===== src/logic/refctl_defines.vh =====
// constants for the reference setup control block
// Function
// - reference code 00 internal for both; others external dac, adc per code
// - internal-reference adc modes power reference down after scan completes
// - internal clock modes: reference off, wait 218 conversion clocks before converting
// - temperature always uses internal reference; wait 244 conversion clocks after wake
// - external adc reference modes keep internal reference off for input conversions
// - external clock mode: input conversion wake wait is 218 serial clocks
// - external clock mode: temperature waits 244, output starts 188 clocks later
// - reference code 10 is the mode in force after reset
// - target 00/01: no data byte, polarity registers unchanged
// - target 10: next byte stored in unipolar register
// - target 11: next byte stored in bipolar register
// - setup byte has bit7 zero, bit6 one; fields clock, reference, target
// - clock mode 11 times from serial clock; others use internal oscillator
// - after target 00/01 the next byte is decoded as a command
`ifndef REFCTL_DEFINES_VH
`define REFCTL_DEFINES_VH
`define SETUP_ID_HI 7
`define SETUP_ID_LO 6
`define CLK_MODE_HI 5
`define CLK_MODE_LO 4
`define REF_SEL_HI 3
`define REF_SEL_LO 2
`define TGT_HI 1
`define TGT_LO 0
`define REF_INT_BOTH 2'h0
`define REF_EXT_SE 2'h1
`define REF_INT_ADC 2'h2
`define REF_EXT_DIFF 2'h3
`define CLK_MODE_RESET 2'h2
`define CLK_MODE_EXT 2'h3
`define TGT_UNI 2'h2
`define TGT_BI 2'h3
`define AIN_WAKE_CYC 16'h00da
`define TEMP_WAKE_CYC 16'h00f4
`define TEMP_OUT_CYC 16'h00bc
`define POL_RESET 8'h00
`endif


===== src/logic/sync2.v =====
// two-flop synchroniser
`timescale 1ns/1ps
module sync2 (
    input wire clk,
    input wire rst,
    input wire d,
    output wire q
);
    reg s1_q;
    reg s2_q;
    // first flop feeds only the second
    always @(posedge clk) begin
        if (rst) begin
            s1_q <= 1'b0;
            s2_q <= 1'b0;
        end else begin
            s1_q <= d;
            s2_q <= s1_q;
        end
    end
    assign q = s2_q;
endmodule // sync2


===== src/logic/tick_counter.v =====
// down counter of tick events with done pulse
`timescale 1ns/1ps
module tick_counter #(
    parameter W = 16
) (
    input wire clk,
    input wire rst,
    input wire load,
    input wire [W-1:0] count,
    input wire tick,
    output wire busy,
    output reg done
);
    reg [W-1:0] cnt_q;
    reg run_q;
    assign busy = run_q;
    // load, count ticks, pulse done at zero
    always @(posedge clk) begin
        if (rst) begin
            cnt_q <= {W{1'b0}};
            run_q <= 1'b0;
            done <= 1'b0;
        end else begin
            done <= 1'b0;
            if (load) begin
                cnt_q <= count;
                run_q <= 1'b1;
            end else if (run_q && tick) begin
                if (cnt_q <= {{(W-1){1'b0}}, 1'b1}) begin
                    run_q <= 1'b0;
                    done <= 1'b1;
                    cnt_q <= {W{1'b0}};
                end else begin
                    cnt_q <= cnt_q - {{(W-1){1'b0}}, 1'b1};
                end
            end
        end
    end
endmodule // tick_counter


===== src/logic/adc_reference_setup_control.v =====
// reference mode, wake-up timing and polarity register control
`timescale 1ns/1ps
`include "refctl_defines.vh"
module adc_reference_setup_control (
    input wire clk,
    input wire rst,
    input wire byte_valid,
    input wire [7:0] byte_data,
    input wire frame_end,
    input wire sclk_pin,
    input wire int_osc_tick,
    input wire conv_req,
    input wire temp_req,
    input wire scan_done,
    output reg [1:0] clock_mode,
    output wire clock_mode_select_hi,
    output wire clock_mode_select_lo,
    output reg [1:0] ref_mode,
    output wire reference_select_hi,
    output wire reference_select_lo,
    output wire use_ext_clock,
    output reg [7:0] unipolar_cfg,
    output reg [7:0] bipolar_cfg,
    output reg int_ref_on,
    output reg adc_use_int_ref,
    output reg adc_use_ext_diff,
    output reg dac_use_int_ref,
    output reg conv_start,
    output reg temp_start,
    output reg temp_out_start,
    output wire waiting,
    output reg expect_data
);
    localparam ST_IDLE = 3'h0;
    localparam ST_WAKE_AIN = 3'h1;
    localparam ST_WAKE_TEMP = 3'h2;
    localparam ST_CONV = 3'h3;
    localparam ST_TEMP = 3'h4;

    reg [2:0] state_q;
    reg [2:0] state_d;
    reg [1:0] target_q;
    reg sclk_prev_q;
    wire sclk_s;
    wire sclk_rise;
    wire tick;
    wire is_setup;
    wire wake_done;
    wire wake_busy;
    wire out_done;
    wire out_busy;
    reg wake_load;
    reg [15:0] wake_count;
    reg out_load;

    // serial clock pin synchronised before edge detection
    sync2 u_sclk_sync (
        .clk(clk),
        .rst(rst),
        .d(sclk_pin),
        .q(sclk_s)
    );

    always @(posedge clk) begin
        if (rst) begin
            sclk_prev_q <= 1'b0;
        end else begin
            sclk_prev_q <= sclk_s;
        end
    end
    assign sclk_rise = sclk_s & ~sclk_prev_q;

    // clock source for delays
    assign use_ext_clock = (clock_mode == `CLK_MODE_EXT);
    assign tick = use_ext_clock ? sclk_rise : int_osc_tick;

    assign clock_mode_select_hi = clock_mode[1];
    assign clock_mode_select_lo = clock_mode[0];
    assign reference_select_hi = ref_mode[1];
    assign reference_select_lo = ref_mode[0];

    // setup byte decode
    assign is_setup = byte_valid && !expect_data
        && !byte_data[`SETUP_ID_HI] && byte_data[`SETUP_ID_LO];

    // setup fields and polarity registers
    always @(posedge clk) begin
        if (rst) begin
            clock_mode <= `CLK_MODE_RESET;
            ref_mode <= `REF_INT_ADC;
            unipolar_cfg <= `POL_RESET;
            bipolar_cfg <= `POL_RESET;
            expect_data <= 1'b0;
            target_q <= 2'h0;
        end else if (expect_data) begin
            if (byte_valid) begin
                expect_data <= 1'b0;
                if (target_q == `TGT_UNI) begin
                    unipolar_cfg <= byte_data;
                end else begin
                    bipolar_cfg <= byte_data;
                end
            end else if (frame_end) begin
                expect_data <= 1'b0;
            end
        end else if (is_setup) begin
            clock_mode <= byte_data[`CLK_MODE_HI:`CLK_MODE_LO];
            ref_mode <= byte_data[`REF_SEL_HI:`REF_SEL_LO];
            target_q <= byte_data[`TGT_HI:`TGT_LO];
            // only targets 10 and 11 take a data byte
            expect_data <= byte_data[`TGT_HI];
        end
    end

    // reference routing per mode
    always @* begin
        dac_use_int_ref = (ref_mode == `REF_INT_BOTH);
        adc_use_int_ref = (ref_mode == `REF_INT_BOTH) || (ref_mode == `REF_INT_ADC);
        adc_use_ext_diff = (ref_mode == `REF_EXT_DIFF);
        if (state_q == ST_WAKE_TEMP || state_q == ST_TEMP) begin
            adc_use_int_ref = 1'b1;
            adc_use_ext_diff = 1'b0;
        end
    end

    tick_counter #(.W(16)) u_wake (
        .clk(clk),
        .rst(rst),
        .load(wake_load),
        .count(wake_count),
        .tick(tick),
        .busy(wake_busy),
        .done(wake_done)
    );

    tick_counter #(.W(16)) u_tout (
        .clk(clk),
        .rst(rst),
        .load(out_load),
        .count(`TEMP_OUT_CYC),
        .tick(sclk_rise),
        .busy(out_busy),
        .done(out_done)
    );

    assign waiting = wake_busy;

    // sequencing state machine
    always @* begin
        state_d = state_q;
        wake_load = 1'b0;
        wake_count = `AIN_WAKE_CYC;
        out_load = 1'b0;
        case (state_q)
            ST_IDLE: begin
                if (temp_req) begin
                    if (int_ref_on) begin
                        state_d = ST_TEMP;
                    end else begin
                        wake_load = 1'b1;
                        wake_count = `TEMP_WAKE_CYC;
                        state_d = ST_WAKE_TEMP;
                    end
                end else if (conv_req) begin
                    if (!adc_use_int_ref || int_ref_on) begin
                        state_d = ST_CONV;
                    end else begin
                        wake_load = 1'b1;
                        wake_count = `AIN_WAKE_CYC;
                        state_d = ST_WAKE_AIN;
                    end
                end
            end
            ST_WAKE_AIN: begin
                if (wake_done) begin
                    state_d = ST_CONV;
                end
            end
            ST_WAKE_TEMP: begin
                if (wake_done) begin
                    state_d = ST_TEMP;
                end
            end
            ST_CONV: begin
                if (scan_done) begin
                    state_d = ST_IDLE;
                end
            end
            ST_TEMP: begin
                out_load = use_ext_clock;
                state_d = ST_IDLE;
            end
            default: begin
                state_d = ST_IDLE;
            end
        endcase
    end

    // state, start pulses and reference power
    always @(posedge clk) begin
        if (rst) begin
            state_q <= ST_IDLE;
            conv_start <= 1'b0;
            temp_start <= 1'b0;
            temp_out_start <= 1'b0;
            int_ref_on <= 1'b0;
        end else begin
            state_q <= state_d;
            conv_start <= (state_q != ST_CONV) && (state_d == ST_CONV);
            temp_start <= (state_d == ST_TEMP);
            temp_out_start <= out_done;
            if (wake_load) begin
                int_ref_on <= 1'b1;
            end else if (scan_done && (state_q == ST_CONV || state_q == ST_IDLE)) begin
                int_ref_on <= 1'b0;
            end else if (!adc_int_mode(ref_mode) && state_q != ST_WAKE_TEMP) begin
                // external adc reference: keep it off except while waiting for temperature wake
                int_ref_on <= 1'b0;
            end
        end
    end

    function adc_int_mode;
        input [1:0] m;
        begin
            adc_int_mode = (m == `REF_INT_BOTH) || (m == `REF_INT_ADC);
        end
    endfunction
endmodule // adc_reference_setup_control


===== config.mk =====
export PLATFORM = sky130hd
export DESIGN_NAME = adc_reference_setup_control
export DESIGN_NICKNAME = d
export VERILOG_FILES = /design/src/logic/sync2.v /design/src/logic/tick_counter.v /design/src/logic/adc_reference_setup_control.v
export VERILOG_INCLUDE_DIRS = /design/src /design/src/logic
export SDC_FILE = /design/constraint.sdc
export NUM_CORES = 1
export LEC_CHECK = 0
export ABC_AREA = 1
export BUFFER_PORTS_ARGS = -buffer_cell sky130_fd_sc_hd__buf_2
export CAP_MARGIN = 20
export CORE_MARGIN = 2
export CORE_UTILIZATION = 40
export CTS_CLUSTER_DIAMETER = 40
export CTS_CLUSTER_SIZE = 10
export DETAILED_ROUTE_END_ITERATION = 8
export HOLD_SLACK_MARGIN = 0.05
export RECOVER_POWER = 25
export SYNTH_ARGS = -nofsm -noshare
export SYNTH_HDL_FRONTEND = slang
export SYNTH_SLANG_ARGS = --single-unit

===== constraint.sdc =====
create_clock -name clk -period 1.66 [get_ports clk]
set_input_delay 0.332 -clock clk [delete_from_list [all_inputs] [get_ports clk]]
set_output_delay 0.332 -clock clk [all_outputs]
set_load 0.1 [all_outputs]

# After elaboration in Yosys (flattened, before gate mapping)
# Cells that the tools add are included.
# word_totals
reg_bits,69
in_bits,17
output_inout_bits,34
# op_classes
add_sub_neg,2
magnitude_cmp,2
eq_ne,12
n_mux,41
n_bitwise,6
reduce_logical,31
# ops
cell,count
$mux 16,6
$le 16x1->1 const B,2
$sub 16x1->16 const B,2
$mux 1,24
$mux 3,6
$mux 8,2
$pmux 3 s4,1
$eq 3x2->1 const B,3
$eq 2x2->1 const B,4
$logic_and 1x1->1,8
$reduce_bool 2->1,4
$eq 3x3->1 const B,2
$mux 6,1
$ne 3x2->1 const B,2
$reduce_and 2->1,3
$reduce_and 3->1,2
$reduce_or 3->1,2
$not 1->1,5
$logic_not 1->1,4
$logic_or 1x1->1,4
$eq 3x1->1 const B,1
$logic_not 3->1,1
$reduce_bool 3->1,1
$logic_not 2->1,1
3 further kinds,3

# Logic depth before layout (Yosys ltp)
# Gate-level depths: netlist of run 1.
# logic_depth
depth_word,11
ltp_mapped,10
depth_no_buf,9

# Hierarchy
# Synthesis of run 1 repeated with hierarchy kept, for this count alone.
# unflattened
cells_unflattened,562
area_unflattened_um2,3849.9
# modules_own_cells
mod,n_inst,cells_each,area_each_um2,seq_area_each_um2
adc_reference_setup_control,1,182,1316.3,620.6
tick_counter at u_wake,1,186,1241.2,360.3
tick_counter at u_tout,1,188,1237.4,360.3
sync2,1,6,55.1,40.0

# Worst setup path before layout of run 1
# Ideal clock, no wire load.
# synth_timing
kind,register -> output
startpoint,register ref_mode[0]
endpoint,output adc_use_ext_diff
arrival_ns,3.679
setup_slack_ns,-2.351
path_stages_with_launch,3
path_buffers,0
path_cell_list,dfxtp_1 > nand3_1 > nor2_1
# synth_between
elab_chain_cells,2
# synth_rtl
item,line_no,source
from (decl),adc_reference_setup_control.v:18,"output reg [1:0] ref_mode,"
from (signal assigned),adc_reference_setup_control.v:90,ref_mode <= `REF_INT_ADC;
from (signal assigned),adc_reference_setup_control.v:108,ref_mode <= byte_data[`REF_SEL_HI:`REF_SEL_LO];
$eq 2x2->1 (no line),--,
$mux 1,adc_reference_setup_control.v:120,if (state_q == ST_WAKE_TEMP || state_q == ST_TEMP) begin
to (decl),adc_reference_setup_control.v:26,"output reg adc_use_ext_diff,"
# Every way passes these cells.

# Worst setup path in the final report of run 1
# layout_timing
startpoint,register state_q[0]
endpoint,output adc_use_ext_diff
# layout_between
elab_chain_cells,3
word_cells_on_any_way,4
# layout_rtl
item,line_no,source
from (decl),adc_reference_setup_control.v:40,reg [2:0] state_q;
from (signal assigned),adc_reference_setup_control.v:208,state_q <= state_d;
$eq 3x2->1 / $eq 3x3->1 (equally long branches),adc_reference_setup_control.v:120,
$logic_or 1x1->1 (*),adc_reference_setup_control.v:120,
$mux 1 (*),adc_reference_setup_control.v:120,
# Every way passes the cells marked *; elsewhere a longest branch is shown, timed or not.

==> impl_metrics.ini, run 1 <==
[floorplan]
dieArea_sq_mm = 0.00913
die_y_um = 95.6
ios = 51
coreArea_sq_mm = 0.00818
die_w_um = 95.6
start_util_pct = 41.0
fp-row-count = 33

[clock_network]
cts_tree = yes
clk_latency_ps = 340
path_clk_slew_ps = 70
cts_buffer_depth = 2
ctsHtreeMaxLevel = 3
hold_buffers = 0
cts_buffers = 9
cts.sinks = 69
root_buffer = clkbuf_8

[sta]
finalMaxSlewViolations = 0
skew_ps = 10.9
maxSlewHeadroom_pct = 57.2
setup_ws_ps = 47.2
fin_crit_ps = 1610
worst_hold_slack_ps = 235
grt_setup_unrepaired = yes
post-route-period-util_pct = 97.2
worst_slew_pin_slew_ps = 643
max_freq_mhz = 620
hold_violations = 0
setup_viol = 0

[logic_synthesis]
syn_avg_cell_area_sq_um = 7.13
synth_seq_cells = 69
synth_cell_type_count = 42
synth_edf_count = 0
seq_area_frac_synth_pct = 41.2
synthesis.area_sq_mm = 0.00335
synth_fp_nets = 491
async_flop_share_pct = 0
synth_warnings = 0
syn-instance-count = 470
synth_top_flop_cell = dfxtp_1

[power_and_ir_drop]
p_clk_share_pct = 27.3
ir_drop_mv = 0.978
intPower_mw = 3.16
sw_frac_of_total_pct = 38.1
pwr-share-comb_pct = 34.1
p_per_area_mw_per_mm2 = 1240
leakagePower_nw = 1.88
p_switching_mw = 1.94
pwr-share-seq_pct = 38.7

[grt]
grt_pass1_wl_um = 12800
antenna_found_initial = 0
grt_pass1_vias = 2862
gr-total-overflow = 0
grt_max_degree = 23
grt.total_usage_pct = 17.9

[layout]
final_util_pct = 50.2
drive_above_1_share_pct = 24.1
fin_area_sq_mm = 0.00411
fin_nets = 555
nFillCells = 825
area_growth_pct = 22.5
diodes = 0

[setup_path]
reg2reg_depth = 7
worst_r2r_startpoint = u_tout.cnt_q[1]
cp-end-kind = output port
arrival_ps = 1280
r2r_setup_slack_ps = 110
worst-endpoint-required_ps = 1330
cp_max_fo = 3
critPathKind = flip-flop to output port
critical_path.startpoint = state_q[0]
rr_endpoint = u_tout.cnt_q[7]
startpoint_type = flip-flop

[route]
wl_um = 7690
drc = 0
ant_nets = 0
dr_total_vias = 3103
vias_per_cell = 4.82
wire_per_inst_um = 11.9
drtPass1Iterations = 4
drtIter0Drc = 71

[hold_path]
worstHoldStart = sclk_pin
whs_endpoint = u_sclk_sync.s1_q
hold_path_class = input pin to flip-flop
whs_path_depth = 3

[flow_run]
maxCapViolCount = 0

[placed_design]
place_area_sq_mm = 0.00382
hpwl_um = 5640
io_buffers = 50
place.gp.congestion = 0.839
place_ws_ps = 35.9

[outcome]
outcome = finished, final reports clean
==> cells in the mapped netlist (4+ instances only) <==
cell | n | area share [%]
nor2_1 | 99 | 11
nand2_1 | 82 | 9.2
dfxtp_1 | 69 | 41
inv_1 | 48 | 5.4
o21ai_0 | 34 | 5.1
a21oi_1 | 29 | 4.3
nand3_1 | 28 | 4.2
xor2_1 | 8 | 2.1
nand4_1 | 7 | 1.3
nor3_1 | 6 | 0.90
buf_4 | 5 | 1.1
clkbuf_1 | 5 | 0.56
ha_1 | 4 | 1.5
nand2_2 | 4 | 0.75
nand3_2 | 4 | 1.2
==> power groups by stage <==
stage	clock network (mW)	registers, mW	logic (mW)
3_3_place_gp	0	2.00	1.67
4_1_cts	1.44	1.96	1.69
5_1_grt	1.50	2.00	1.95
2_1_floorplan	0	2.17	1.18
3_5_place_dp	0	2.00	1.68
6_report	1.39	1.97	1.74
==> flip-flops by register name (all words and copies together) (netlist names) <==
register,flops
u_tout.cnt_q,16
u_wake.cnt_q,16
bipolar_cfg,8
unipolar_cfg,8
state_q,3
clock_mode,2
ref_mode,2
target_q,2
conv_start,1
expect_data,1
int_ref_on,1
sclk_prev_q,1
temp_out_start,1
temp_start,1
u_sclk_sync.q,1
u_sclk_sync.s1_q,1
u_tout.busy,1
u_tout.done,1
u_wake.busy,1
u_wake.done,1
==> kinds of logic (layout without fill, tap and decap cells) <==
| kind of cell | count (synthesis) | count (layout) | share of synthesized area, % |
|---|---|---|---|
| buffers and inverters | 65 | 134 | 8.58 |
| adder cells (fa/ha/maj) | 4 | 4 | 1.49 |
| flip-flops | 69 | 69 | 41.2 |
| AND/OR/NAND/NOR | 253 | 253 | 35.4 |
| XOR/XNOR | 10 | 10 | 2.61 |
| AO/OA/AOI/OAI | 69 | 69 | 10.7 |
==> worst max-delay path by stage <==
stage	end	slack, ps	cells past startpoint
finish	adc_use_ext_diff	50	5
global placement	u_wake.cnt_q[10]	90	9
global route	adc_use_ext_diff	-10	5
floorplan	adc_use_ext_diff	-200	2
CTS	adc_use_ext_diff	10	5
detailed placement	u_wake.cnt_q[13]	40	9
==> cell type report <==
cell class | count | area, sq um | share of cell area, %
clock buffers | 12 | 155 | 3.78
well taps | 105 | 131 | 3.20
repair buffers | 66 | 394 | 9.60
multi-input cells | 336 | 1760 | 42.9
clock inverters | 4 | 47.5 | 1.16
inverters | 52 | 210 | 5.12
flip-flops and latches | 69 | 1410 | 34.3
==> layer usage <==
metal,global-route usage [%],routed length [um],vias to the layer above
li1,-,-,1632
met2,29.8,3620,54
met3,4.58,293,13
met5,0,0,-
met4,5.71,149,0
met1,22.5,3630,1404
==> cell usage in the layout (no fill, tap or decap), drive strengths merged, types with 9 or more instances in the layout <==
cell type / n
a21oi: 29
buf: 62
clkbuf: 16
dfxtp: 69
inv: 51
nand2: 87
nand3: 34
nor2: 104
nor3: 9
o21ai: 35
==> what timing repair did <==
item                       CTS  global route
cloned                       0             0
resized for setup            5            18
pin swaps                    3             7
setup buffers                1             3
setup endpoints to repair    3            29
==> critical path: stages, from the launching register on <==
cell     delay [ps]
dfxtp_4         380
inv_4            50
nand3_4         100
nand3_4         110
nor2_4          140
buf_12          180
==> through the flow <==
step	TNS (ps)	std cells	total power, mW
after floorplan	-231	470	3.36
after global placement	0	624	3.66
after detailed placement	0	624	3.68
after CTS	0	641	5.10
after global routing	-10.2	644	5.44
final	0	644	5.10
Note: power is estimated with default switching activity, not from simulation.
==> run 2: changes to the inputs <==
==> constraint.sdc (replaced) <==
create_clock -name clk -period 1.95 [get_ports clk]
set_input_delay 0.39 -clock clk [delete_from_list [all_inputs] [get_ports clk]]
set_output_delay 0.39 -clock clk [all_outputs]
set_load 0.1 [all_outputs]
==> run 2 against run 1 <==
Critical path depth did not move. Register-to-register slack improved by 140 ps. Die area did not move.
==> impl_metrics.ini, run 2 (synthesis results as in run 1) <==
[sta]
fin_crit_ps = 1820
max_freq_mhz = 548
setup_viol = 0
setup_ws_ps = 125
post-route-period-util_pct = 93.6
worst_slew_pin_slew_ps = 954
hold_violations = 0
grt_setup_unrepaired = no
finalMaxSlewViolations = 0
tns_ps = 0
worst_hold_slack_ps = 295
maxSlewHeadroom_pct = 36.4
skew_ps = 8.79

[hold_path]
hold_path_class = input pin to flip-flop

[setup_path]
cp_max_fo = 5
worst-endpoint-required_ps = 1560
arrival_ps = 1430
critPathKind = flip-flop to output port
startpoint_type = flip-flop
cp-end-kind = output port

[flow_run]
maxCapViolCount = 0

[clock_network]
root_buffer = clkbuf_8
cts.sinks = 69
cts_tree = yes
path_clk_slew_ps = 70
cts_buffer_depth = 2
ctsHtreeMaxLevel = 3
clk_latency_ps = 340
cts_buffers = 9
hold_buffers = 0

[power_and_ir_drop]
p_per_area_mw_per_mm2 = 1100
leakagePower_nw = 1.80
p_clk_share_pct = 29.4
pwr-share-comb_pct = 31.8
p_switching_mw = 1.64
ir_drop_mv = 0.653
sw_frac_of_total_pct = 38.2
intPower_mw = 2.66
pwr-share-seq_pct = 38.8

[outcome]
outcome = finished, final reports clean

[grt]
grt_max_degree = 23
grt_pass1_wl_um = 13000
antenna_found_initial = 0
grt_pass1_vias = 2899
grt.total_usage_pct = 18.2
gr-total-overflow = 0

[route]
wire_per_inst_um = 11.8
ant_nets = 0
drtPass1Iterations = 4
vias_per_cell = 4.83
drtIter0Drc = 144
drc = 0
dr_total_vias = 3058
wl_um = 7460

[placed_design]
place_area_sq_mm = 0.00372
place_ws_ps = 208
place.gp.congestion = 0.855
hpwl_um = 5610
io_buffers = 50

[layout]
diodes = 0
nFillCells = 852
fin_nets = 544
area_growth_pct = 16.8
final_cell_mix = nor2_1, nand2_1, dfxtp_1, inv_1, buf_2
drive_above_1_share_pct = 19.1
reg_top3 = u_tout.cnt_q (16), u_wake.cnt_q (16)
final_common_cell = nor2_1
fin_area_sq_mm = 0.00392
final_util_pct = 47.9

[floorplan]
start_util_pct = 41.0
die_y_um = 95.6
coreArea_sq_mm = 0.00818
dieArea_sq_mm = 0.00913
fp-row-count = 33
ios = 51
die_w_um = 95.6
run 2: cell types whose count changed in the layout (fill, tap and decap cells not counted), sizes merged:
cell,previous run,this run
bufinv,1,2
buf,62,51
clkinv,3,4
inv,51,52
clkbuf,16,13
run 2: final cells by class:
class	count	area (sq um)	share of cell area [%]
tap	105	131	3.35
timing repair buffer	55	282	7.19
sequential	69	1390	35.6
multi-input combinational	336	1690	43.3
inverter	52	203	5.18
clock buffer	9	124	3.16
clock inverter	7	88.8	2.27
run 2: stage by stage:
step                      instances  power [mW]
after floorplan                 470        2.85
after global placement          617        3.07
after detailed placement        617        3.08
after CTS                       633        4.36
after global routing            633        4.58
final                           633        4.30
run 2: critical path, stage by stage (launching register included):
cell,delay (ps)
dfxtp_1,430
inv_2,110
nand3_2,120
nand3_4,100
nor2_4,110
buf_6,220
run 2: final timing paths:
kind | from | end | slack (ps) | cells past startpoint
min reg2reg | u_tout.done | temp_out_start | 410 | 2
max reg2reg | u_tout.cnt_q[0] | u_tout.cnt_q[8] | 250 | 8
max | state_q[2] | adc_use_ext_diff | 130 | 5
min | sclk_pin | u_sclk_sync.s1_q | 300 | 3
run 2: power by group through the flow:
stage / clock network [mW] / registers [mW] / logic [mW]
finish: 1.27 / 1.67 / 1.37
global route: 1.35 / 1.69 / 1.54
CTS: 1.30 / 1.67 / 1.39
detailed placement: 0 / 1.70 / 1.38
global placement: 0 / 1.70 / 1.38
floorplan: 0 / 1.85 / 1.01
run 2: metal layers:
layer | routed length (um) | up-vias | part of all wire (%) | global-route usage (%)
li1 | - | 1606 | - | -
met1 | 3640 | 1386 | 49 | 24.0
met2 | 3400 | 57 | 46 | 29.1
met3 | 307 | 9 | 4.1 | 3.24
met4 | 114 | 0 | 1.5 | 7.98
met5 | 0 | - | 0 | 0
run 2: what timing repair did:
item,4_1_cts,5_1_grt
endpoints found under the setup margin,2,4
pin swaps,0,0
setup buffers,0,0
gates resized for setup,2,2
